File: config.mk
export PLATFORM = sky130hd
export DESIGN_NAME = remote_input_command_gate
export DESIGN_NICKNAME = d
export VERILOG_FILES = /design/src/shared/remote_gate_pkg.sv /design/src/rtl/pin_edge_sync.sv /design/src/rtl/remote_input_command_gate.sv /design/src/rtl/status_router.sv
export SDC_FILE = /design/constraint.sdc
export NUM_CORES = 1
export LEC_CHECK = 0
export ABC_CLOCK_PERIOD_IN_PS = 2500
export BUFFER_PORTS_ARGS = -buffer_cell sky130_fd_sc_hd__clkbuf_2
export CORE_MARGIN = 2
export CORE_UTILIZATION = 30
export CTS_CLUSTER_SIZE = 25
export DETAILED_ROUTE_END_ITERATION = 10
export PLACE_DENSITY = 0.59
export SLEW_MARGIN = 40
export SYNTH_ARGS = -nofsm -noshare
export SYNTH_HDL_FRONTEND = slang
export SYNTH_SLANG_ARGS = --single-unit
export TNS_END_PERCENT = 30
File: constraint.sdc
create_clock -name clk_in -period 2.5 [get_ports clk_in]
set_input_delay 0.75 -clock clk_in [delete_from_list [all_inputs] [get_ports clk_in]]
set_output_delay 0.75 -clock clk_in [all_outputs]
set_load 0.02 [all_outputs]
File: src/shared/remote_gate_pkg.sv
// Constants shared by the remote-input command gate.
package remote_gate_pkg;
  // ===========================================================
  // Pin counts and map fields
  localparam int NUM_IN = 24;
  localparam int NUM_OUT = 16;
  localparam int MAP_W = 5;
  localparam logic [4:0] MAP_NONE = 5'h1f;
  localparam int PSEL_W = 6;
  // ===========================================================
  // Input function slots
  localparam int F_START = 0;
  localparam int F_PSEL = 1;
  localparam int F_STOP = 7;
  localparam int F_PAUSE = 8;
  localparam int F_CONT = 9;
  localparam int F_MANREC = 10;
  localparam int F_RESET = 11;
  localparam int F_FLOW = 12;
  localparam int F_RSEL = 13;
  localparam int F_ALIVE = 14;
  localparam int NFI = 15;
  // ===========================================================
  // Output function slots
  localparam int O_READY = 0;
  localparam int O_RUN = 1;
  localparam int O_PAUSED = 2;
  localparam int O_ERROR = 3;
  localparam int O_AUTO = 4;
  localparam int O_GUARD = 5;
  localparam int O_SERR = 6;
  localparam int O_WARN = 7;
  localparam int O_EHC = 8;
  localparam int O_REJ = 9;
  localparam int O_ALIVE = 10;
  localparam int O_DRV = 11;
  localparam int O_REST = 12;
  localparam int O_FULL = 13;
  localparam int O_CAL = 14;
  localparam int NFO = 15;
  // ===========================================================
  // Reset maps, slot 0 in the low field
  localparam logic [NFI*MAP_W-1:0] IN_MAP_RST = {
    5'h1f, 5'h1f, 5'h1f, 5'h07, 5'h1f, 5'h06, 5'h05,
    5'h04, 5'h1f, 5'h1f, 5'h1f, 5'h03, 5'h02, 5'h01, 5'h00};
  localparam logic [NFO*MAP_W-1:0] OUT_MAP_RST = {
    5'h1f, 5'h1f, 5'h1f, 5'h1f, 5'h1f, 5'h1f, 5'h08,
    5'h07, 5'h06, 5'h05, 5'h04, 5'h03, 5'h02, 5'h01, 5'h00};
  // ===========================================================
  // Register offsets and control fields
  localparam logic [7:0] ADDR_IN_MAP = 8'h00;
  localparam logic [7:0] ADDR_OUT_MAP = 8'h40;
  localparam logic [7:0] ADDR_CTRL = 8'h80;
  localparam logic [7:0] ADDR_STATUS = 8'h84;
  localparam logic [7:0] ADDR_PINS = 8'h88;
  localparam int CTRL_REMOTE = 0;
  localparam int CTRL_FLOW_SUSPEND = 1;
  localparam int CTRL_VIRTUAL_IO = 2;
  localparam logic [2:0] CTRL_RST = 3'h0;
endpackage

File: src/rtl/pin_edge_sync.sv
// Three-stage pin synchroniser with agreement filter and rising-edge pulse.
`timescale 1ns/1ps
`default_nettype none
module pin_edge_sync #(
  parameter int W = 24
) (
  // Clock and reset
  input wire logic clk_in,
  input wire logic rstn_in,
  // Pins and results
  input wire logic [W-1:0] pin_in,
  output logic [W-1:0] level_out,
  output logic [W-1:0] rise_out
);
  logic [W-1:0] s1, s2, s3, prev;

  always_ff @(posedge clk_in or negedge rstn_in) begin
    if (!rstn_in) begin
      s1 <= '0;
      s2 <= '0;
      s3 <= '0;
    end else begin
      s1 <= pin_in;
      s2 <= s1;
      s3 <= s2;
    end
  end

  // A bit moves only when stages two and three agree.
  always_ff @(posedge clk_in or negedge rstn_in) begin
    if (!rstn_in) begin
      level_out <= '0;
      prev <= '0;
    end else begin
      level_out <= (s2 & s3) | (level_out & (s2 | s3));
      prev <= level_out;
    end
  end

  assign rise_out = level_out & ~prev; // see RULE18
endmodule // pin_edge_sync
`default_nettype wire

File: src/rtl/remote_input_command_gate.sv
// Remote-input command gate: pin mapping, edge triggers, acceptance checks.
// Functional notes
// RULE1: Accept-active output shows remote control selected.
// RULE2: Act only on qualified rising edges.
// RULE3: Rejected edge raises error, command withheld.
// RULE4: Start needs ready, no faults, inputs idle.
// RULE5: Six weighted select bits form function number.
// RULE6: Stop edge aborts everything, unconditionally.
// RULE7: Pause accepted only while running.
// RULE8: Continue needs suspended, pause and stop low.
// RULE9: Manual-recovery continue, unassigned, no condition.
// RULE10: Reset clears halt and error when ready.
// RULE11: Forced reduced drive always honoured, blocks full.
// RULE12: Forced reduced drive stops or suspends by setting.
// RULE13: Robot select picks reported robot status.
// RULE14: Default map inputs 0-7, outputs 0-8.
// RULE15: Virtual I/O mode leaves processing active.
// RULE16: Rejection output unassigned until mapped.
// RULE17: Sequencer should clear errors before commanding.
// RULE18: Edges found against previous synchronised value.
// RULE19: Select bits latched with accepted start.
// RULE20: Alive input echoed on alive output.
//
// Our own choices: strobed register access and the register offsets.
`timescale 1ns/1ps
`default_nettype none
module remote_input_command_gate
  import remote_gate_pkg::*;
#(
  parameter int N_IN = NUM_IN,
  parameter int N_OUT = NUM_OUT
) (
  // Clock and reset
  input wire logic clk_in,
  input wire logic rstn_in,
  // Register port
  input wire logic [7:0] addr_in,
  input wire logic [31:0] wr_data_in,
  input wire logic wr_in,
  input wire logic rd_in,
  output logic [31:0] rd_data_out,
  // Remote pins
  input wire logic [N_IN-1:0] remote_pins_in,
  output logic [N_OUT-1:0] remote_pins_out,
  // Controller status
  input wire logic ready_in,
  input wire logic error_in,
  input wire logic serious_error_in,
  input wire logic warning_in,
  input wire logic emergency_halt_active_in,
  input wire logic emergency_halt_cleared_in,
  input wire logic guard_open_in,
  input wire logic running_in,
  input wire logic suspended_in,
  input wire logic [1:0] drives_energized_in,
  input wire logic [1:0] at_rest_position_in,
  input wire logic [1:0] full_drive_level_in,
  input wire logic [1:0] calibration_needed_in,
  // Commands to controller
  output logic start_out,
  output logic [PSEL_W-1:0] main_function_out,
  output logic abort_out,
  output logic suspend_out,
  output logic resume_out,
  output logic resume_manual_recovery_out,
  output logic release_out,
  output logic forced_reduced_drive_out,
  output logic remote_accept_active_out,
  output logic command_rejected_out
);
  // ===========================================================
  // Register file
  logic [MAP_W-1:0] in_map [NFI];
  logic [MAP_W-1:0] out_map [NFO];
  logic [2:0] ctrl;
  logic [NFO*MAP_W-1:0] out_map_flat;
  logic [N_IN-1:0] pin_lvl, pin_rise;
  logic [NFI-1:0] fn_lvl, fn_rise;

  // Unassigned or out-of-range slots read as a quiet low pin.
  function automatic logic pick(input logic [N_IN-1:0] v, input logic [MAP_W-1:0] idx);
    pick = (32'(idx) < N_IN) ? v[idx] : 1'b0;
  endfunction

  function automatic logic wr_hit(input logic [7:0] a, input logic [7:0] base, input int n);
    wr_hit = a[7:6] == base[7:6] && a[1:0] == 2'h0 && 32'(a[5:2]) < n;
  endfunction

  always_ff @(posedge clk_in or negedge rstn_in) begin
    if (!rstn_in) begin
      for (int i = 0; i < NFI; i++) begin
        in_map[i] <= IN_MAP_RST[i*MAP_W +: MAP_W]; // see RULE14
      end
    end else if (wr_in && wr_hit(addr_in, ADDR_IN_MAP, NFI)) begin
      in_map[addr_in[5:2]] <= wr_data_in[MAP_W-1:0]; // see RULE14
    end
  end

  always_ff @(posedge clk_in or negedge rstn_in) begin
    if (!rstn_in) begin
      for (int i = 0; i < NFO; i++) begin
        out_map[i] <= OUT_MAP_RST[i*MAP_W +: MAP_W]; // see RULE16
      end
    end else if (wr_in && wr_hit(addr_in, ADDR_OUT_MAP, NFO)) begin
      out_map[addr_in[5:2]] <= wr_data_in[MAP_W-1:0];
    end
  end

  // The virtual I/O bit is stored only; processing never depends on it.
  always_ff @(posedge clk_in or negedge rstn_in) begin
    if (!rstn_in) begin
      ctrl <= CTRL_RST;
    end else if (wr_in && addr_in == ADDR_CTRL) begin
      ctrl <= wr_data_in[2:0]; // see RULE15
    end
  end

  // ===========================================================
  // Pin intake and function decode
  pin_edge_sync #(.W(N_IN)) u_sync (
    .clk_in(clk_in),
    .rstn_in(rstn_in),
    .pin_in(remote_pins_in),
    .level_out(pin_lvl),
    .rise_out(pin_rise)
  );

  always_comb begin
    for (int i = 0; i < NFI; i++) begin
      fn_lvl[i] = pick(pin_lvl, in_map[i]);
      fn_rise[i] = pick(pin_rise, in_map[i]); // see RULE18
    end
  end

  // ===========================================================
  // Acceptance checks
  logic auto_mode, pause_lvl, stop_lvl, run_ok;
  logic ok_start, ok_pause, ok_cont, ok_reset;
  logic acc_start, acc_stop, acc_pause, acc_cont, acc_man, acc_reset;
  logic any_acc, any_rej, flow_rise, flow_prev;
  logic [PSEL_W-1:0] psel;

  assign auto_mode = ctrl[CTRL_REMOTE]; // see RULE1
  assign pause_lvl = fn_lvl[F_PAUSE];
  assign stop_lvl = fn_lvl[F_STOP];
  assign psel = fn_lvl[F_PSEL +: PSEL_W]; // see RULE5
  assign run_ok = ready_in && !error_in && !emergency_halt_active_in && !guard_open_in;

  assign ok_start = run_ok && emergency_halt_cleared_in && !pause_lvl && !stop_lvl; // see RULE4
  assign ok_pause = running_in; // see RULE7
  assign ok_cont = suspended_in && !pause_lvl && !stop_lvl; // see RULE8
  assign ok_reset = ready_in; // see RULE10

  assign acc_start = auto_mode && fn_rise[F_START] && ok_start; // see RULE2
  assign acc_stop = auto_mode && fn_rise[F_STOP]; // see RULE6
  assign acc_pause = auto_mode && fn_rise[F_PAUSE] && ok_pause;
  assign acc_cont = auto_mode && fn_rise[F_CONT] && ok_cont;
  assign acc_man = auto_mode && fn_rise[F_MANREC]; // see RULE9
  assign acc_reset = auto_mode && fn_rise[F_RESET] && ok_reset;
  assign any_acc = acc_start | acc_stop | acc_pause | acc_cont | acc_man | acc_reset;
  assign any_rej = auto_mode && ((fn_rise[F_START] && !ok_start) ||
                                 (fn_rise[F_PAUSE] && !ok_pause) ||
                                 (fn_rise[F_CONT] && !ok_cont) ||
                                 (fn_rise[F_RESET] && !ok_reset)); // see RULE3

  // Forced reduced drive ignores the remote selection entirely.
  assign flow_rise = fn_lvl[F_FLOW] && !flow_prev; // see RULE11

  always_ff @(posedge clk_in or negedge rstn_in) begin
    if (!rstn_in) begin
      flow_prev <= 1'b0;
    end else begin
      flow_prev <= fn_lvl[F_FLOW];
    end
  end

  // ===========================================================
  // Command pulses
  always_ff @(posedge clk_in or negedge rstn_in) begin
    if (!rstn_in) begin
      start_out <= 1'b0;
      abort_out <= 1'b0;
      suspend_out <= 1'b0;
      resume_out <= 1'b0;
      resume_manual_recovery_out <= 1'b0;
      release_out <= 1'b0;
    end else begin
      start_out <= acc_start; // see RULE4
      abort_out <= acc_stop || (flow_rise && !ctrl[CTRL_FLOW_SUSPEND]); // see RULE6, RULE12
      suspend_out <= acc_pause || (flow_rise && ctrl[CTRL_FLOW_SUSPEND]); // see RULE7, RULE12
      resume_out <= acc_cont; // see RULE8
      resume_manual_recovery_out <= acc_man; // see RULE9
      release_out <= acc_reset; // see RULE10
    end
  end

  always_ff @(posedge clk_in or negedge rstn_in) begin
    if (!rstn_in) begin
      main_function_out <= '0;
    end else if (acc_start) begin
      main_function_out <= psel; // see RULE19
    end
  end

  // A new rejection wins over a clear by an accepted command.
  always_ff @(posedge clk_in or negedge rstn_in) begin
    if (!rstn_in) begin
      command_rejected_out <= 1'b0;
    end else if (any_rej) begin
      command_rejected_out <= 1'b1; // see RULE3
    end else if (any_acc) begin
      command_rejected_out <= 1'b0;
    end
  end

  always_ff @(posedge clk_in or negedge rstn_in) begin
    if (!rstn_in) begin
      forced_reduced_drive_out <= 1'b0;
      remote_accept_active_out <= 1'b0;
    end else begin
      forced_reduced_drive_out <= fn_lvl[F_FLOW]; // see RULE11
      remote_accept_active_out <= auto_mode; // see RULE1
    end
  end

  // ===========================================================
  // Status outputs onto pins
  logic rsel;
  logic [NFO-1:0] out_fn;

  assign rsel = fn_lvl[F_RSEL];

  always_comb begin
    out_fn = '0;
    out_fn[O_READY] = ready_in;
    out_fn[O_RUN] = running_in;
    out_fn[O_PAUSED] = suspended_in;
    out_fn[O_ERROR] = error_in;
    out_fn[O_AUTO] = auto_mode;
    out_fn[O_GUARD] = guard_open_in;
    out_fn[O_SERR] = serious_error_in;
    out_fn[O_WARN] = warning_in;
    out_fn[O_EHC] = emergency_halt_cleared_in;
    out_fn[O_REJ] = command_rejected_out; // see RULE16
    out_fn[O_ALIVE] = fn_lvl[F_ALIVE]; // see RULE20
    out_fn[O_DRV] = drives_energized_in[rsel]; // see RULE13
    out_fn[O_REST] = at_rest_position_in[rsel];
    out_fn[O_FULL] = full_drive_level_in[rsel] && !fn_lvl[F_FLOW]; // see RULE11
    out_fn[O_CAL] = calibration_needed_in[rsel];
  end

  always_comb begin
    for (int i = 0; i < NFO; i++) begin
      out_map_flat[i*MAP_W +: MAP_W] = out_map[i];
    end
  end

  status_router #(.NF(NFO), .NO(N_OUT)) u_route (
    .clk_in(clk_in),
    .rstn_in(rstn_in),
    .func_in(out_fn),
    .map_in(out_map_flat),
    .pins_out(remote_pins_out)
  );

  // ===========================================================
  // Register reads, answered in the following cycle
  logic [31:0] next_rd;

  always_comb begin
    next_rd = 32'h0;
    if (wr_hit(addr_in, ADDR_IN_MAP, NFI)) begin
      next_rd = 32'(in_map[addr_in[5:2]]);
    end else if (wr_hit(addr_in, ADDR_OUT_MAP, NFO)) begin
      next_rd = 32'(out_map[addr_in[5:2]]);
    end else if (addr_in == ADDR_CTRL) begin
      next_rd = 32'(ctrl);
    end else if (addr_in == ADDR_STATUS) begin
      next_rd = {22'h0, main_function_out, forced_reduced_drive_out,
                 remote_accept_active_out, rsel, command_rejected_out};
    end else if (addr_in == ADDR_PINS) begin
      next_rd = 32'(pin_lvl);
    end
  end

  always_ff @(posedge clk_in or negedge rstn_in) begin
    if (!rstn_in) begin
      rd_data_out <= 32'h0;
    end else if (rd_in) begin
      rd_data_out <= next_rd;
    end else begin
      rd_data_out <= 32'h0;
    end
  end
endmodule // remote_input_command_gate
`default_nettype wire

File: src/rtl/status_router.sv
// Routes output functions onto physical output bits through a bit map.
`timescale 1ns/1ps
`default_nettype none
module status_router
  import remote_gate_pkg::*;
#(
  parameter int NF = 15,
  parameter int NO = 16
) (
  // Clock and reset
  input wire logic clk_in,
  input wire logic rstn_in,
  // Functions and map
  input wire logic [NF-1:0] func_in,
  input wire logic [NF*MAP_W-1:0] map_in,
  output logic [NO-1:0] pins_out
);
  logic [NO-1:0] next_pins;

  // Unassigned functions reach no pin; several may share one pin.
  always_comb begin
    next_pins = '0;
    for (int f = 0; f < NF; f++) begin
      for (int p = 0; p < NO; p++) begin
        if (map_in[f*MAP_W +: MAP_W] == MAP_W'(p) && func_in[f]) begin
          next_pins[p] = 1'b1;
        end
      end
    end
  end

  always_ff @(posedge clk_in or negedge rstn_in) begin
    if (!rstn_in) begin
      pins_out <= '0;
    end else begin
      pins_out <= next_pins;
    end
  end
endmodule // status_router
`default_nettype wire

### Yosys cells after proc, flatten, opt, wreduce, memory -nomap -nowiden

Index checks and enable logic that the tools add are counted.

* order comparisons: 34
* eq/ne operators: 229
* muxes and demuxes: 317
* bitwise gates (word level): 12
* reduce and logical (&&, ||, !) cells: 310

Operators with widths (count)
* $eq 5x4->1 const B: 120
* $eq 5x3->1 const B: 60
* $mux 1: 284
* $logic_and 1x1->1: 275
* $bwmux 75: 2
* $eq 5x2->1 const B: 30
* $mux 24: 5
* $lt 5x6->1 const B: 15
* $bmux 1 s5: 17
* $eq 5x1->1 const B: 15
* $logic_not 5->1: 15
* $lt 5x5->1 const B: 15
* $and 24x24->24: 3
* $or 24x24->24: 2
* $bmux 5 s4: 2
* $mux 32: 1
* $mux 5: 5
* $eq 8x8->1 const B: 3
* $not 24->24: 1
* $demux 5 s4: 1
* $logic_not 1->1: 12
* $ge 5x5->1 const B: 1
* $logic_or 1x1->1: 5
* $lt 5x1->1 const B: 1
* other kinds (7): 12

* register bits after elaboration: 336
* input port bits: 85

### Longest topological paths before layout

Gate-level depths: netlist of the first run.

* depth after elaboration: 17
* mapped depth: 10
* mapped depth without buffers: 7

### Modules after synthesis

Synthesis of the first run repeated with hierarchy kept, for this count alone.

* cells, all modules: 1403
* area total of the unflattened synthesis: 18358.9 µm²

By module, submodules not included
* remote_input_command_gate: instances 1, cells each 911, area each 12441.9 µm², seq. area each 4917.2 µm²
* pin_edge_sync: instances 1, cells each 168, area each 3423.3 µm², seq. area each 3002.9 µm²
* status_router: instances 1, cells each 324, area each 2493.6 µm², seq. area each 400.4 µm²

### Worst setup path before layout of the first run

OpenSTA, ideal clock, no wires.

* path kind: input port to flip-flop
* from: input addr_in[2]
* to: register rd_data_out[2]
* library setup time: 0.119 ns
* arrival: 2.715 ns
* setup slack: -0.334 ns
* stages on the path: 8
* buffers on the path: 3
* cell sequence: buf_2 -> buf_1 -> buf_1 -> mux4_2 -> mux4_2 -> mux2i_1 -> o21ai_0 -> and2_1

* word-level cells in the longest chain between the ends: 7
* elaborated cells on any way between the ends: 19

Ends and longest elaborated chain
* start: declaration: RTL line remote_input_command_gate.sv:37 `input wire logic [7:0] addr_in,`
* $not 4->5 (implied by the code) / $eq 8x8->1 (equally long branches): RTL line remote_input_command_gate.sv:273, remote_input_command_gate.sv:275, remote_input_command_gate.sv:281
* $bmux 5 s4 / $mux 24 (equally long branches): RTL line remote_input_command_gate.sv:275, remote_input_command_gate.sv:281
* $mux 5 (implied by the code) / $mux 24 (equally long branches): RTL line remote_input_command_gate.sv:275, remote_input_command_gate.sv:278
* $mux 5 (implied by the code) / $mux 24 (equally long branches): RTL line remote_input_command_gate.sv:275, remote_input_command_gate.sv:276
* $mux 24: RTL line remote_input_command_gate.sv:274 `end else if (wr_hit(addr_in, ADDR_OUT_MAP, NFO)) begin`
* $mux 24 *: RTL line remote_input_command_gate.sv:272 `if (wr_hit(addr_in, ADDR_IN_MAP, NFI)) begin`
* $mux 32 *: RTL line remote_input_command_gate.sv:289 `end else if (rd_in) begin`
* end signal: assignment: RTL line remote_input_command_gate.sv:290 `rd_data_out <= next_rd;`
* end: declaration: RTL line remote_input_command_gate.sv:41 `output logic [31:0] rd_data_out,`

Mark *: on every way between the ends. The rest lies on a longest branch, timed or not. The select of a mux whose other input is x is not followed.
A chain may end at the register's enable or synchronous reset.

### Final worst setup path of the first run

* from: register in_map[5] (netlist name)
* to: register u_route.pins_out[3]

* word-level cells in the longest chain between the ends: 10
* elaborated cells on any way between the ends: 21

Ends and longest elaborated chain
* start: declaration: RTL line remote_input_command_gate.sv:73 `logic [MAP_W-1:0] in_map [NFI];`
* start signal: indexed assignment: RTL line remote_input_command_gate.sv:92 `in_map[i] <= IN_MAP_RST[i*MAP_W +: MAP_W];`
* start signal: indexed assignment: RTL line remote_input_command_gate.sv:95 `in_map[addr_in[5:2]] <= wr_data_in[MAP_W-1:0];`
* $bmux 1 s5: RTL line remote_input_command_gate.sv:82 `pick = (32'(idx) < N_IN) ? v[idx] : 1'b0;`
* $mux 1 (implied by the code): RTL line remote_input_command_gate.sv:82
* $mux 1 *: RTL line remote_input_command_gate.sv:82
* $mux 1 (implied by the code) (2 in a row): RTL line remote_input_command_gate.sv:246 `out_fn[O_DRV] = drives_energized_in[rsel];`
* $logic_and 1x1->1: RTL line status_router.sv:25 `if (map_in[f*MAP_W +: MAP_W] == MAP_W'(p) && func_in[f]) begin`
* $mux 1 (3 in a row): RTL line status_router.sv:25
* $mux 1 *: RTL line status_router.sv:25
* net u_route.next_pins[3]: RTL line status_router.sv:18 `logic [NO-1:0] next_pins;`
* end signal: assignment: RTL line status_router.sv:36 `pins_out <= next_pins;`
* end: declaration: RTL line status_router.sv:16 `output logic [NO-1:0] pins_out`

The timed path passes the listed nets; every way through them passes the cells marked *. The select of a mux whose other input is x is not followed.

==> results.py, run 1 <==
metrics = {
    "final_layout": {
        "instances_no_fill": 2768,
        "multi_input_area_um2": 10350,
        "seqCellArea_um2": 8337,
        "n_fill_cell": 5991,
        "area_delta_synth_final_pct": 28.25,
        "final_nets": 1978,
        "final_core_util_pct": 38.73,
        "drive_gt1_share_pct": 50.70,
    },
    "setup_path": {
        "reg2reg_setup_slack_ns": -0.38,
        "path_cells": "mux4_2, o211ai_4, o211a_4, nand3_4, and2_4, or4b_1, nand4_1",
        "cp.arrival_ns": 3.35,
        "cp.required_ns": 2.97,
        "cp-start-kind": "register",
        "worst_r2r_endpoint": "u_route.pins_out[3]",
        "cp-end-kind": "register",
        "cp_max_fo": 7,
        "slowest_delay_ns": 0.66,
        "r2r_cells": 7,
        "cpMaxStageDelayCell": "dfstp_2",
        "crit_type": "reg2reg",
        "rr_startpoint": "in_map[5]",
    },
    "global_route": {
        "grt_pass1_wl_um": 98850,
        "antenna_found_initial": 1,
        "grt_max_degree": 63,
        "grt_util_all_layers_pct": 20.21,
        "overflow": 0,
        "first_global_vias": 15530,
    },
    "floorplanning": {
        "core.rowCount": 92,
        "ios": 148,
        "die-height_um": 255.3,
        "core_area_um2": 62740,
        "die_area_um2": 65170,
        "dieWidth_um": 255.3,
        "initial_core_util_pct": 30.20,
    },
    "sta": {
        "setup_violations": 23,
        "fin_skew_ns": 0.03135,
        "min_period_ns": 2.883,
        "fmax_mhz": 346.9,
        "fin_crit_sh_pct": 115.3,
        "holdWs_ns": 0.1253,
        "drv_slew": 0,
        "tns_ns": -5.508,
        "rsz0062_at_grt": "yes",
        "slew_headroom_pct": 40.36,
        "finalWorstSetupSlack_ns": -0.3826,
        "worst_pin_slew_ns": 0.8945,
        "finalHoldViolCount": 0,
    },
    "detailed_routing": {
        "dr.pass1.iters": 5,
        "route.detailed.drc": 0,
        "wirelength_um": 66370,
        "viasPerCell": 5.508,
        "drtIter0Drc": 1495,
        "post_drt_wl_per_cell_um": 23.98,
        "final_antenna_net_count": 0,
        "vias": 15250,
    },
    "clock_tree": {
        "root_buffer": "clkbuf_16",
        "clkTransAtPathRegs_ns": 0.06,
        "cts_max_path_buffers": 3,
        "htreeDepth": 2,
        "cts_buffers": 36,
        "hold_buffers": 0,
        "insertion_delay_ns": 0.57,
        "cts_tree": "yes",
        "cts_sinks": 328,
    },
    "place": {
        "placed_cells": 2694,
        "dp_hpwl_um": 50920,
        "routabilityCongestion": 0.9786,
        "portBuffers": 112,
    },
    "synth": {
        "syn_area_um2": 18940,
        "synth_top_family_by_area": "multiplexers",
        "netlist_instances": 1547,
        "yosys.cell_count.top_type": "dfrtp_1",
        "synth-compound-area-share_pct": 8.375,
        "yosys.area_share.simple_pct": 14.63,
        "synthFlopType": "dfrtp_1",
        "synth_top_cells_by_area": "dfrtp_1 31%, mux4_2 16%, dfstp_2 12%",
        "synth_warnings": 0,
        "synth_common_cells": "238 x dfrtp_1, 160 x mux2_2, 131 x mux4_2, 96 x clkbuf_1, 90 x dfstp_2",
        "synth_top_area_share_pct": 31.44,
        "synth-adder-area-share_pct": 1.268,
        "synthArstFlopShare_pct": 100.0,
        "synth_top_area_cell": "dfrtp_1",
        "synth_xor_area_share_pct": 0,
        "synth_edf_count": 0,
        "ys_ff_latch": 328,
        "synth_mux_area_share_pct": 28.21,
        "syn_area_per_cell_um2": 12.25,
        "synth_cell_type_count": 85,
        "seq_area_frac_synth_pct": 43.92,
    },
    "run_status": {
        "violations": "setup timing",
        "status": "finished, violations left",
    },
    "min_path": {
        "hold_class": "in2async",
    },
    "job": {
        "drv_cap": 0,
    },
    "power": {
        "powerDensity_nw_per_um2": 599.6,
        "power_uw": 14570,
        "p_leak_uw": 0.01012,
        "peakVddDrop_v": 0.0005785,
    },
}
timing repair:
action,CTS,global route
endpoints found under the hold margin,0,0
endpoints found under the setup margin,25,54
pin swaps,10,18
buffers inserted,2,5
gates resized for setup,56,34
cells in the final DEF, fill, tap and decap left out, types with 11 or more instances in the layout:
cell       instances
buf_4            304
dfrtp_1          228
mux2_2           153
mux4_2           135
clkbuf_2         107
dfstp_2           89
nand2_1           83
nor2_1            75
nor2b_1           60
nand3_1           57
mux2i_1           45
o21ai_0           38
clkbuf_16         36
nand2b_1          34
a22oi_1           34
maj3_1            24
and3_1            21
inv_1             21
nor4bb_1          18
nand4_1           15
a211oi_1          14
nor3_1            12
a22o_1            12
a21oi_1           11
buf_6             11
layer usage:
layer	vias up	track usage [%]	routed length, um
met1	7840	27.12	28070
li1	6608	-	-
met2	663	32.80	31680
met5	-	0	0
met4	0	8.237	2656
met3	136	2.959	3963
through the flow:
step | setup slack [ns] | area [um^2]
4_1_cts | -0.3547 | 24080
2_1_floorplan | -0.1319 | 19050
6_report | -0.3826 | 24300
3_3_place_gp | -0.5293 | 22560
3_5_place_dp | -0.5793 | 22580
5_1_grt | -0.4859 | 24290
cells by family after synthesis:
| kind of cell | after synthesis |
|---|---|
| buf+inv | 158 |
| simple gates | 486 |
| flops | 328 |
| other cells | 1 |
| compound gates | 208 |
| fa+ha+maj | 24 |
| mux | 342 |
power breakdown:
part           internal, uW  switching [uW]
sequential             5680             409
clock                  3410            2290
combinational          1360            1420
total                 10400            4120
area by class of cell:
cell class / count / share of cell area [%]
Sequential cell: 328 / 34.31
Clock buffer: 51 / 4.187
Inverter: 22 / 0.3399
Timing Repair Buffer: 437 / 13.10
Tap cell: 846 / 4.357
Clock inverter: 15 / 1.112
Multi-Input combinational cell: 1068 / 42.59
Antenna cell: 1 / 0.01030
state kept, by name, indices dropped and copies added, names as in the netlist, 3 cells and up:
| signal | cells |
|---|---|
| main_function_out | 6 |
| u_sync.s3 | 24 |
| rd_data_out | 24 |
| u_sync.level_out | 24 |
| u_sync.s2 | 24 |
| u_sync.prev | 24 |
| u_sync.s1 | 24 |
| in_map | 75 |
| u_route.pins_out | 16 |
| ctrl | 3 |
| out_map | 75 |
worst max path at each step:
stage | cells past startpoint | end | from | slack (ns)
2_1_floorplan | 7 | rd_data_out[4] | addr_in[3] | -0.13
3_3_place_gp | 7 | rd_data_out[2] | addr_in[2] | -0.53
3_5_place_dp | 7 | rd_data_out[4] | addr_in[2] | -0.58
4_1_cts | 9 | u_route.pins_out[11] | in_map[5] | -0.35
5_1_grt | 9 | u_route.pins_out[3] | in_map[5] | -0.49
6_report | 7 | u_route.pins_out[3] | in_map[5] | -0.38
worst max-delay path: cells and delay by family (launching register included):
kind | cells | cell delay (ns)
AOI/OAI and AO/OA | 2 | 0.56
DFF | 1 | 0.66
muxes | 1 | 0.58
and+or+nand+nor | 4 | 0.98
No activity file was read; power rests on OpenSTA's default activity.
==> run 2: changes to the inputs <==
CELL_PAD_IN_SITES_DETAIL_PLACEMENT = 1   (was not set)
CELL_PAD_IN_SITES_GLOBAL_PLACEMENT = 1   (was not set)
PLACE_DENSITY = 0.67   (was 0.59)
==> run 2 against run 1 <==
Net effect: the run still ends with setup timing left; combinational power increased by 3%; via count rose by 1.0%; final area is 0.40% higher.
==> results.py, run 2 (synthesis gave the netlist of run 1 again) <==
metrics = {
    "detailed_routing": {
        "drtIter0Drc": 1441,
        "met3WireLength_um": 4199,
        "top_layer_used": "met5",
        "dr.pass1.iters": 5,
        "post_drt_wl_per_cell_um": 26.02,
        "final_antenna_net_count": 0,
        "viasPerCell": 5.556,
        "drt-met1-wl_um": 30080,
        "met2WireLength_um": 35110,
        "route.detailed.drc": 0,
        "vias": 15410,
        "wirelength_um": 72140,
    },
    "place": {
        "dp_slack_ns": -0.5079,
        "dp_hpwl_um": 55170,
        "routabilityCongestion": 0.9407,
        "placed_cells": 2695,
        "portBuffers": 112,
        "postPlaceCellArea_um2": 22670,
    },
    "run_status": {
        "violations": "setup timing",
        "status": "finished, violations left",
    },
    "clock_tree": {
        "root_buffer": "clkbuf_16",
        "hold_buffers": 0,
        "cts_max_path_buffers": 3,
        "insertion_delay_ns": 0.60,
        "clkTransAtPathRegs_ns": 0.07,
        "htreeDepth": 2,
        "cts_sinks": 328,
        "cts_buffers": 38,
        "cts_tree": "yes",
    },
    "sta": {
        "setup_violations": 24,
        "min_period_ns": 2.916,
        "drv_slew": 0,
        "fmax_mhz": 343.0,
        "fin_skew_ns": 0.05114,
        "rsz0062_at_grt": "yes",
        "worst_pin_slew_ns": 0.8752,
        "slew_headroom_pct": 40.86,
        "finalHoldViolCount": 0,
        "holdWs_ns": 0.1177,
        "fin_crit_sh_pct": 116.6,
        "finalWorstSetupSlack_ns": -0.4157,
    },
    "setup_path": {
        "crit_type": "reg2reg",
        "cp.arrival_ns": 3.38,
        "cp-start-kind": "register",
        "cp_max_fo": 16,
        "cp-end-kind": "register",
        "cp.required_ns": 2.97,
    },
    "final_layout": {
        "reg_top3": "in_map: 75 flops, out_map: 75 flops",
        "area_delta_synth_final_pct": 28.76,
        "seqCellArea_um2": 8330,
        "final_cell_area_um2": 24390,
        "final_nets": 1983,
        "final_cell_mix": "304 x buf_4, 230 x dfrtp_1, 153 x mux2_2, 134 x mux4_2, 110 x clkbuf_2",
        "antenna_cells": 0,
        "drive_gt1_share_pct": 50.54,
        "instances_no_fill": 2773,
        "final_core_util_pct": 38.88,
        "multi_input_area_um2": 10320,
        "final_common_cell": "buf_4",
        "n_fill_cell": 6744,
    },
    "global_route": {
        "overflow": 0,
        "grt_pass1_wl_um": 107200,
        "antenna_found_initial": 2,
        "first_global_vias": 16370,
        "grt_util_all_layers_pct": 22.04,
        "grt_max_degree": 56,
    },
    "job": {
        "drv_cap": 0,
    },
    "floorplanning": {
        "initial_core_util_pct": 30.20,
        "die-height_um": 255.3,
        "core.rowCount": 92,
        "die_area_um2": 65170,
        "core_area_um2": 62740,
        "dieWidth_um": 255.3,
        "ios": 148,
    },
    "power": {
        "p_leak_uw": 0.01017,
        "powerDensity_nw_per_um2": 608.2,
        "peakVddDrop_v": 0.0006196,
    },
    "min_path": {
        "hold_class": "in2async",
    },
}
-- run 2: changes by cell type in the layout (fill, tap and decap cells not counted), sizes merged --
cell,delta
buf,+2
bufinv,-2
clkbuf,+3
clkinv,-1
clkinvlp,+2
diode,-1
inv,+2
-- run 2: area by class of cell --
cell class,count,share of cell area (%)
Timing Repair Buffer,440,13.38
Clock inverter,16,0.9592
Tap cell,846,4.339
Sequential cell,328,34.15
Multi-Input combinational cell,1068,42.33
Clock buffer,53,4.503
Inverter,22,0.3385
-- run 2: repair_timing --
item / in CTS / in global routing
hold endpoints to repair: 0 / 0
endpoints found under the setup margin: 26 / 28
pin swaps: 10 / 9
gates resized for setup: 48 / 23
buffers inserted: 6 / 3
-- run 2: routing by layer --
metal / track usage (%) / up-vias
li1: - / 6614
met5: 0 / -
met3: 3.081 / 145
met2: 36.96 / 549
met4: 8.538 / 2
met1: 28.85 / 8096
-- run 2: worst paths after layout --
| check | cells past startpoint | slack [ns] | startpoint | endpoint |
|---|---|---|---|---|
| worst max-delay path | 8 | -0.42 | in_map[0] | u_route.pins_out[13] |
| worst min-delay path | 1 | 0.12 | rstn_in | in_map[33] |
| worst max register to register | 8 | -0.42 | in_map[0] | u_route.pins_out[13] |
| worst min register to register | 0 | 0.35 | u_sync.s1[16] | u_sync.s2[16] |
| max in group asynchronous | 2 | 1.59 | rstn_in | in_map[43] |
| min in group clk_in | 1 | 0.26 | remote_pins_in[20] | u_sync.s1[20] |
-- run 2: where the power goes --
group | internal (uW) | switching [uW]
clock network | 3440 | 2460
logic | 1370 | 1490
registers | 5680 | 397
total | 10500 | 4350
-- run 2: worst max-delay path, cell delays in order (launching register included) --
cell,delay (ns)
dfstp_2,0.65
mux4_2,0.58
o2111ai_1,0.22
o311ai_1,0.16
a31oi_2,0.33
buf_12,0.19
o41ai_1,0.11
a211o_1,0.25
a221o_1,0.28
-- run 2: through the flow --
stage,setup TNS (ns),total power [uW]
finish,-6.475,14840
global route,-8.193,15350
detailed placement,-61.89,8867
global placement,-51.75,8765
floorplan,-10.01,7461
CTS,-5.846,14890
==> run 3: changes to the inputs <==
SYNTH_HIERARCHICAL = 1   (was not set)
==> run 3 against run 2 <==
Net effect: the flow still finishes with violations (setup timing); sequential share of layout area is 1.4 points higher; worst hold slack worse by 0.0064 ns; final area down 4.1%; sequential cell count is the same; critical path depth up 3; combinational power decreased by 9.8%; register-to-register slack lost 0.36 ns; core utilization shrank 0.19 points; critical path type unchanged; largest power group is now the clock network.
==> results.py, run 3 <==
metrics = {
    "clock_tree": {
        "cts_tree": "yes",
        "htreeDepth": 2,
        "root_buffer": "clkbuf_16",
        "insertion_delay_ns": 0.58,
        "cts_max_path_buffers": 3,
        "clkTransAtPathRegs_ns": 0.06,
        "cts_buffers": 40,
        "cts_sinks": 328,
    },
    "sta": {
        "drv_slew": 0,
        "worst_pin_slew_ns": 0.7438,
        "finalWorstSetupSlack_ns": -0.7776,
        "holdWs_ns": 0.1114,
        "min_period_ns": 3.278,
        "fmax_mhz": 305.1,
        "rsz0062_at_grt": "yes",
        "fin_crit_sh_pct": 131.1,
        "setup_violations": 25,
        "tns_ns": -12.40,
        "slew_headroom_pct": 50.26,
        "finalHoldViolCount": 0,
        "fin_skew_ns": 0.03355,
    },
    "power": {
        "p_seq_share_pct": 40.6,
        "peakVddDrop_v": 0.0004128,
        "combPwrFrac_pct": 17.3,
        "switching_power_uw": 4214,
        "powerDensity_nw_per_um2": 638.0,
        "power_uw": 14930,
        "p_leak_uw": 0.009627,
        "swShare_pct": 28.23,
        "p_clk_share_pct": 42.2,
        "power.internal_uw": 10710,
    },
    "floorplanning": {
        "core_area_um2": 60470,
        "die_area_um2": 63190,
        "ios": 148,
        "dieWidth_um": 251.4,
        "core.rowCount": 90,
        "die-height_um": 251.4,
        "initial_core_util_pct": 30.36,
    },
    "setup_path": {
        "cp.arrival_ns": 3.78,
        "cp_max_fo": 5,
        "path_cells": "mux4_2, mux4_2, mux2i_4, buf_12, buf_6, mux2_4, or4bb_4, buf_4, o22ai_1, nor4_2, nand2_1",
        "crit_path_frequent_cell": "mux4_2",
        "cp-end-kind": "register",
        "cp.required_ns": 3.01,
        "cp-start-kind": "register",
        "crit_type": "reg2reg",
        "slowest_delay_ns": 0.58,
        "cpMaxStageDelayCell": "dfstp_2",
    },
    "global_route": {
        "grt_util_all_layers_pct": 24.01,
        "overflow": 0,
        "grt_pass1_wl_um": 111900,
        "antenna_found_initial": 2,
        "grt_max_degree": 71,
        "first_global_vias": 15850,
    },
    "final_layout": {
        "reg_top3": "in_map: 75 flops, out_map: 75 flops",
        "drive_gt1_share_pct": 47.96,
        "seqCellArea_um2": 8327,
        "final_cell_mix": "234 x buf_4, 233 x dfrtp_1, 137 x mux4_2, 110 x clkbuf_2, 109 x mux2_1",
        "antenna_cells": 0,
        "n_fill_cell": 6377,
        "area_delta_synth_final_pct": 27.46,
        "final_nets": 1794,
        "final_common_cell": "buf_4",
        "multi_input_area_um2": 9988,
        "final_cell_area_um2": 23400,
        "instances_no_fill": 2521,
    },
    "synth": {
        "netlist_instances": 1403,
        "syn_area_per_cell_um2": 13.09,
        "synth_top_area_share_pct": 32.44,
        "synth_top_area_cell": "dfrtp_1",
        "synthFlopType": "dfrtp_1",
        "yosys.cell_count.top_type": "dfrtp_1",
        "syn_area_um2": 18360,
        "ys_ff_latch": 328,
        "synth_top_cells_by_area": "dfrtp_1 32%, mux4_2 17%, dfstp_2 13%",
        "synth_common_cells": "238 x dfrtp_1, 137 x mux4_2, 112 x mux2_1, 90 x dfstp_2, 83 x o22ai_1",
        "synth_warnings": 6,
        "synth_cell_type_count": 70,
        "seq_area_frac_synth_pct": 45.32,
        "synthArstFlopShare_pct": 100.0,
        "synth_edf_count": 0,
    },
    "run_status": {
        "violations": "setup timing",
        "status": "finished, violations left",
    },
    "detailed_routing": {
        "met3WireLength_um": 5054,
        "final_antenna_net_count": 0,
        "vias": 14930,
        "top_layer_used": "met5",
        "drt-met1-wl_um": 29210,
        "dr.pass1.iters": 5,
        "post_drt_wl_per_cell_um": 30.07,
        "route.detailed.drc": 0,
        "viasPerCell": 5.923,
        "drtIter0Drc": 1391,
        "wirelength_um": 75790,
        "met2WireLength_um": 37750,
    },
    "place": {
        "placed_cells": 2447,
        "postPlaceCellArea_um2": 21500,
        "routabilityCongestion": 0.9737,
        "dp_hpwl_um": 57040,
        "portBuffers": 112,
    },
    "job": {
        "drv_cap": 0,
    },
    "min_path": {
        "hold_class": "in2async",
    },
}
==> run 3: cell count changes in the layout (fill, tap and decap cells not counted), moves of 30 or more <==
cell and change:
o21ai_0 -30, nor2b_1 -31, mux2_2 -99, mux2_1 +109, buf_4 -70, o22ai_1 +62, nand3_1 -46
==> run 3: through the flow <==
| stage | utilization [%] | worst slack (ns) |
|---|---|---|
| 2_1_floorplan | - | -0.4619 |
| 3_3_place_gp | 35.56 | -0.8142 |
| 3_5_place_dp | 35.56 | -0.8524 |
| 4_1_cts | 38.30 | -0.7225 |
| 5_1_grt | 38.70 | -0.8375 |
| 6_report | 38.70 | -0.7776 |
==> run 3: power by group through the flow <==
stage                     logic (uW)  clock network (uW)  registers, uW
after floorplan                 1300                   0           5980
after global placement          2420                   0           6110
after detailed placement        2470                   0           6140
after CTS                       2510                6450           6050
after global routing            2690                6650           6090
final                           2580                6300           6050
==> run 3: what timing repair did <==
item / CTS / global route
buffers inserted: 2 / 2
pin swaps: 30 / 15
resized for setup: 52 / 42
hold buffers: 0 / 0
cloned: 0 / 0
endpoints found under the setup margin: 29 / 27
==> run 3: final timing paths <==
kind                               startpoint                    to  slack, ns  cells past startpoint
setup / recovery                    in_map[5]  u_route/pins_out[11]      -0.78                     11
min in group clk_in        remote_pins_in[22]         u_sync/s1[22]       0.28                      1
hold / removal                        rstn_in            in_map[57]       0.11                      1
setup reg to reg                    in_map[5]  u_route/pins_out[11]      -0.78                     11
hold reg to reg                  u_sync/s1[9]          u_sync/s2[9]       0.35                      0
max in group asynchronous             rstn_in   u_sync/level_out[8]       1.54                      2
==> run 3: cell families (layout without fill, tap and decap cells) <==
family	after synthesis	after routing	share of synthesized area, %
and+or+nand+nor	397	397	13.24
muxes	365	365	30.70
DFF	328	328	45.32
AOI/OAI and AO/OA	167	167	6.250
buffers and inverters	121	450	2.999
adders and majority gates	24	24	1.472
other	1	8	0.02043
==> run 3: metal layers <==
layer | track usage (%) | up-vias
li1 | - | 6109
met1 | 29.43 | 7866
met2 | 41.44 | 746
met3 | 4.390 | 210
met4 | 10.31 | 2
met5 | 0 | -
==> run 3: cell type report <==
| type | instances | area share, % |
|---|---|---|
| tap | 782 | 4.181 |
| clock inverter | 15 | 1.085 |
| timing repair buffer | 367 | 11.35 |
| sequential | 328 | 35.58 |
| multi-input combinational | 961 | 42.69 |
| clock buffer | 57 | 4.941 |
| inverter | 11 | 0.1765 |
==> run 3: worst max-delay path, delay by kind of cell, from the launching register on <==
family | cells | cell delay (ns)
AOI/OAI and AO/OA | 1 | 0.17
buffers and inverters | 3 | 0.43
DFF | 1 | 0.58
muxes | 4 | 1.35
and+or+nand+nor | 3 | 0.65
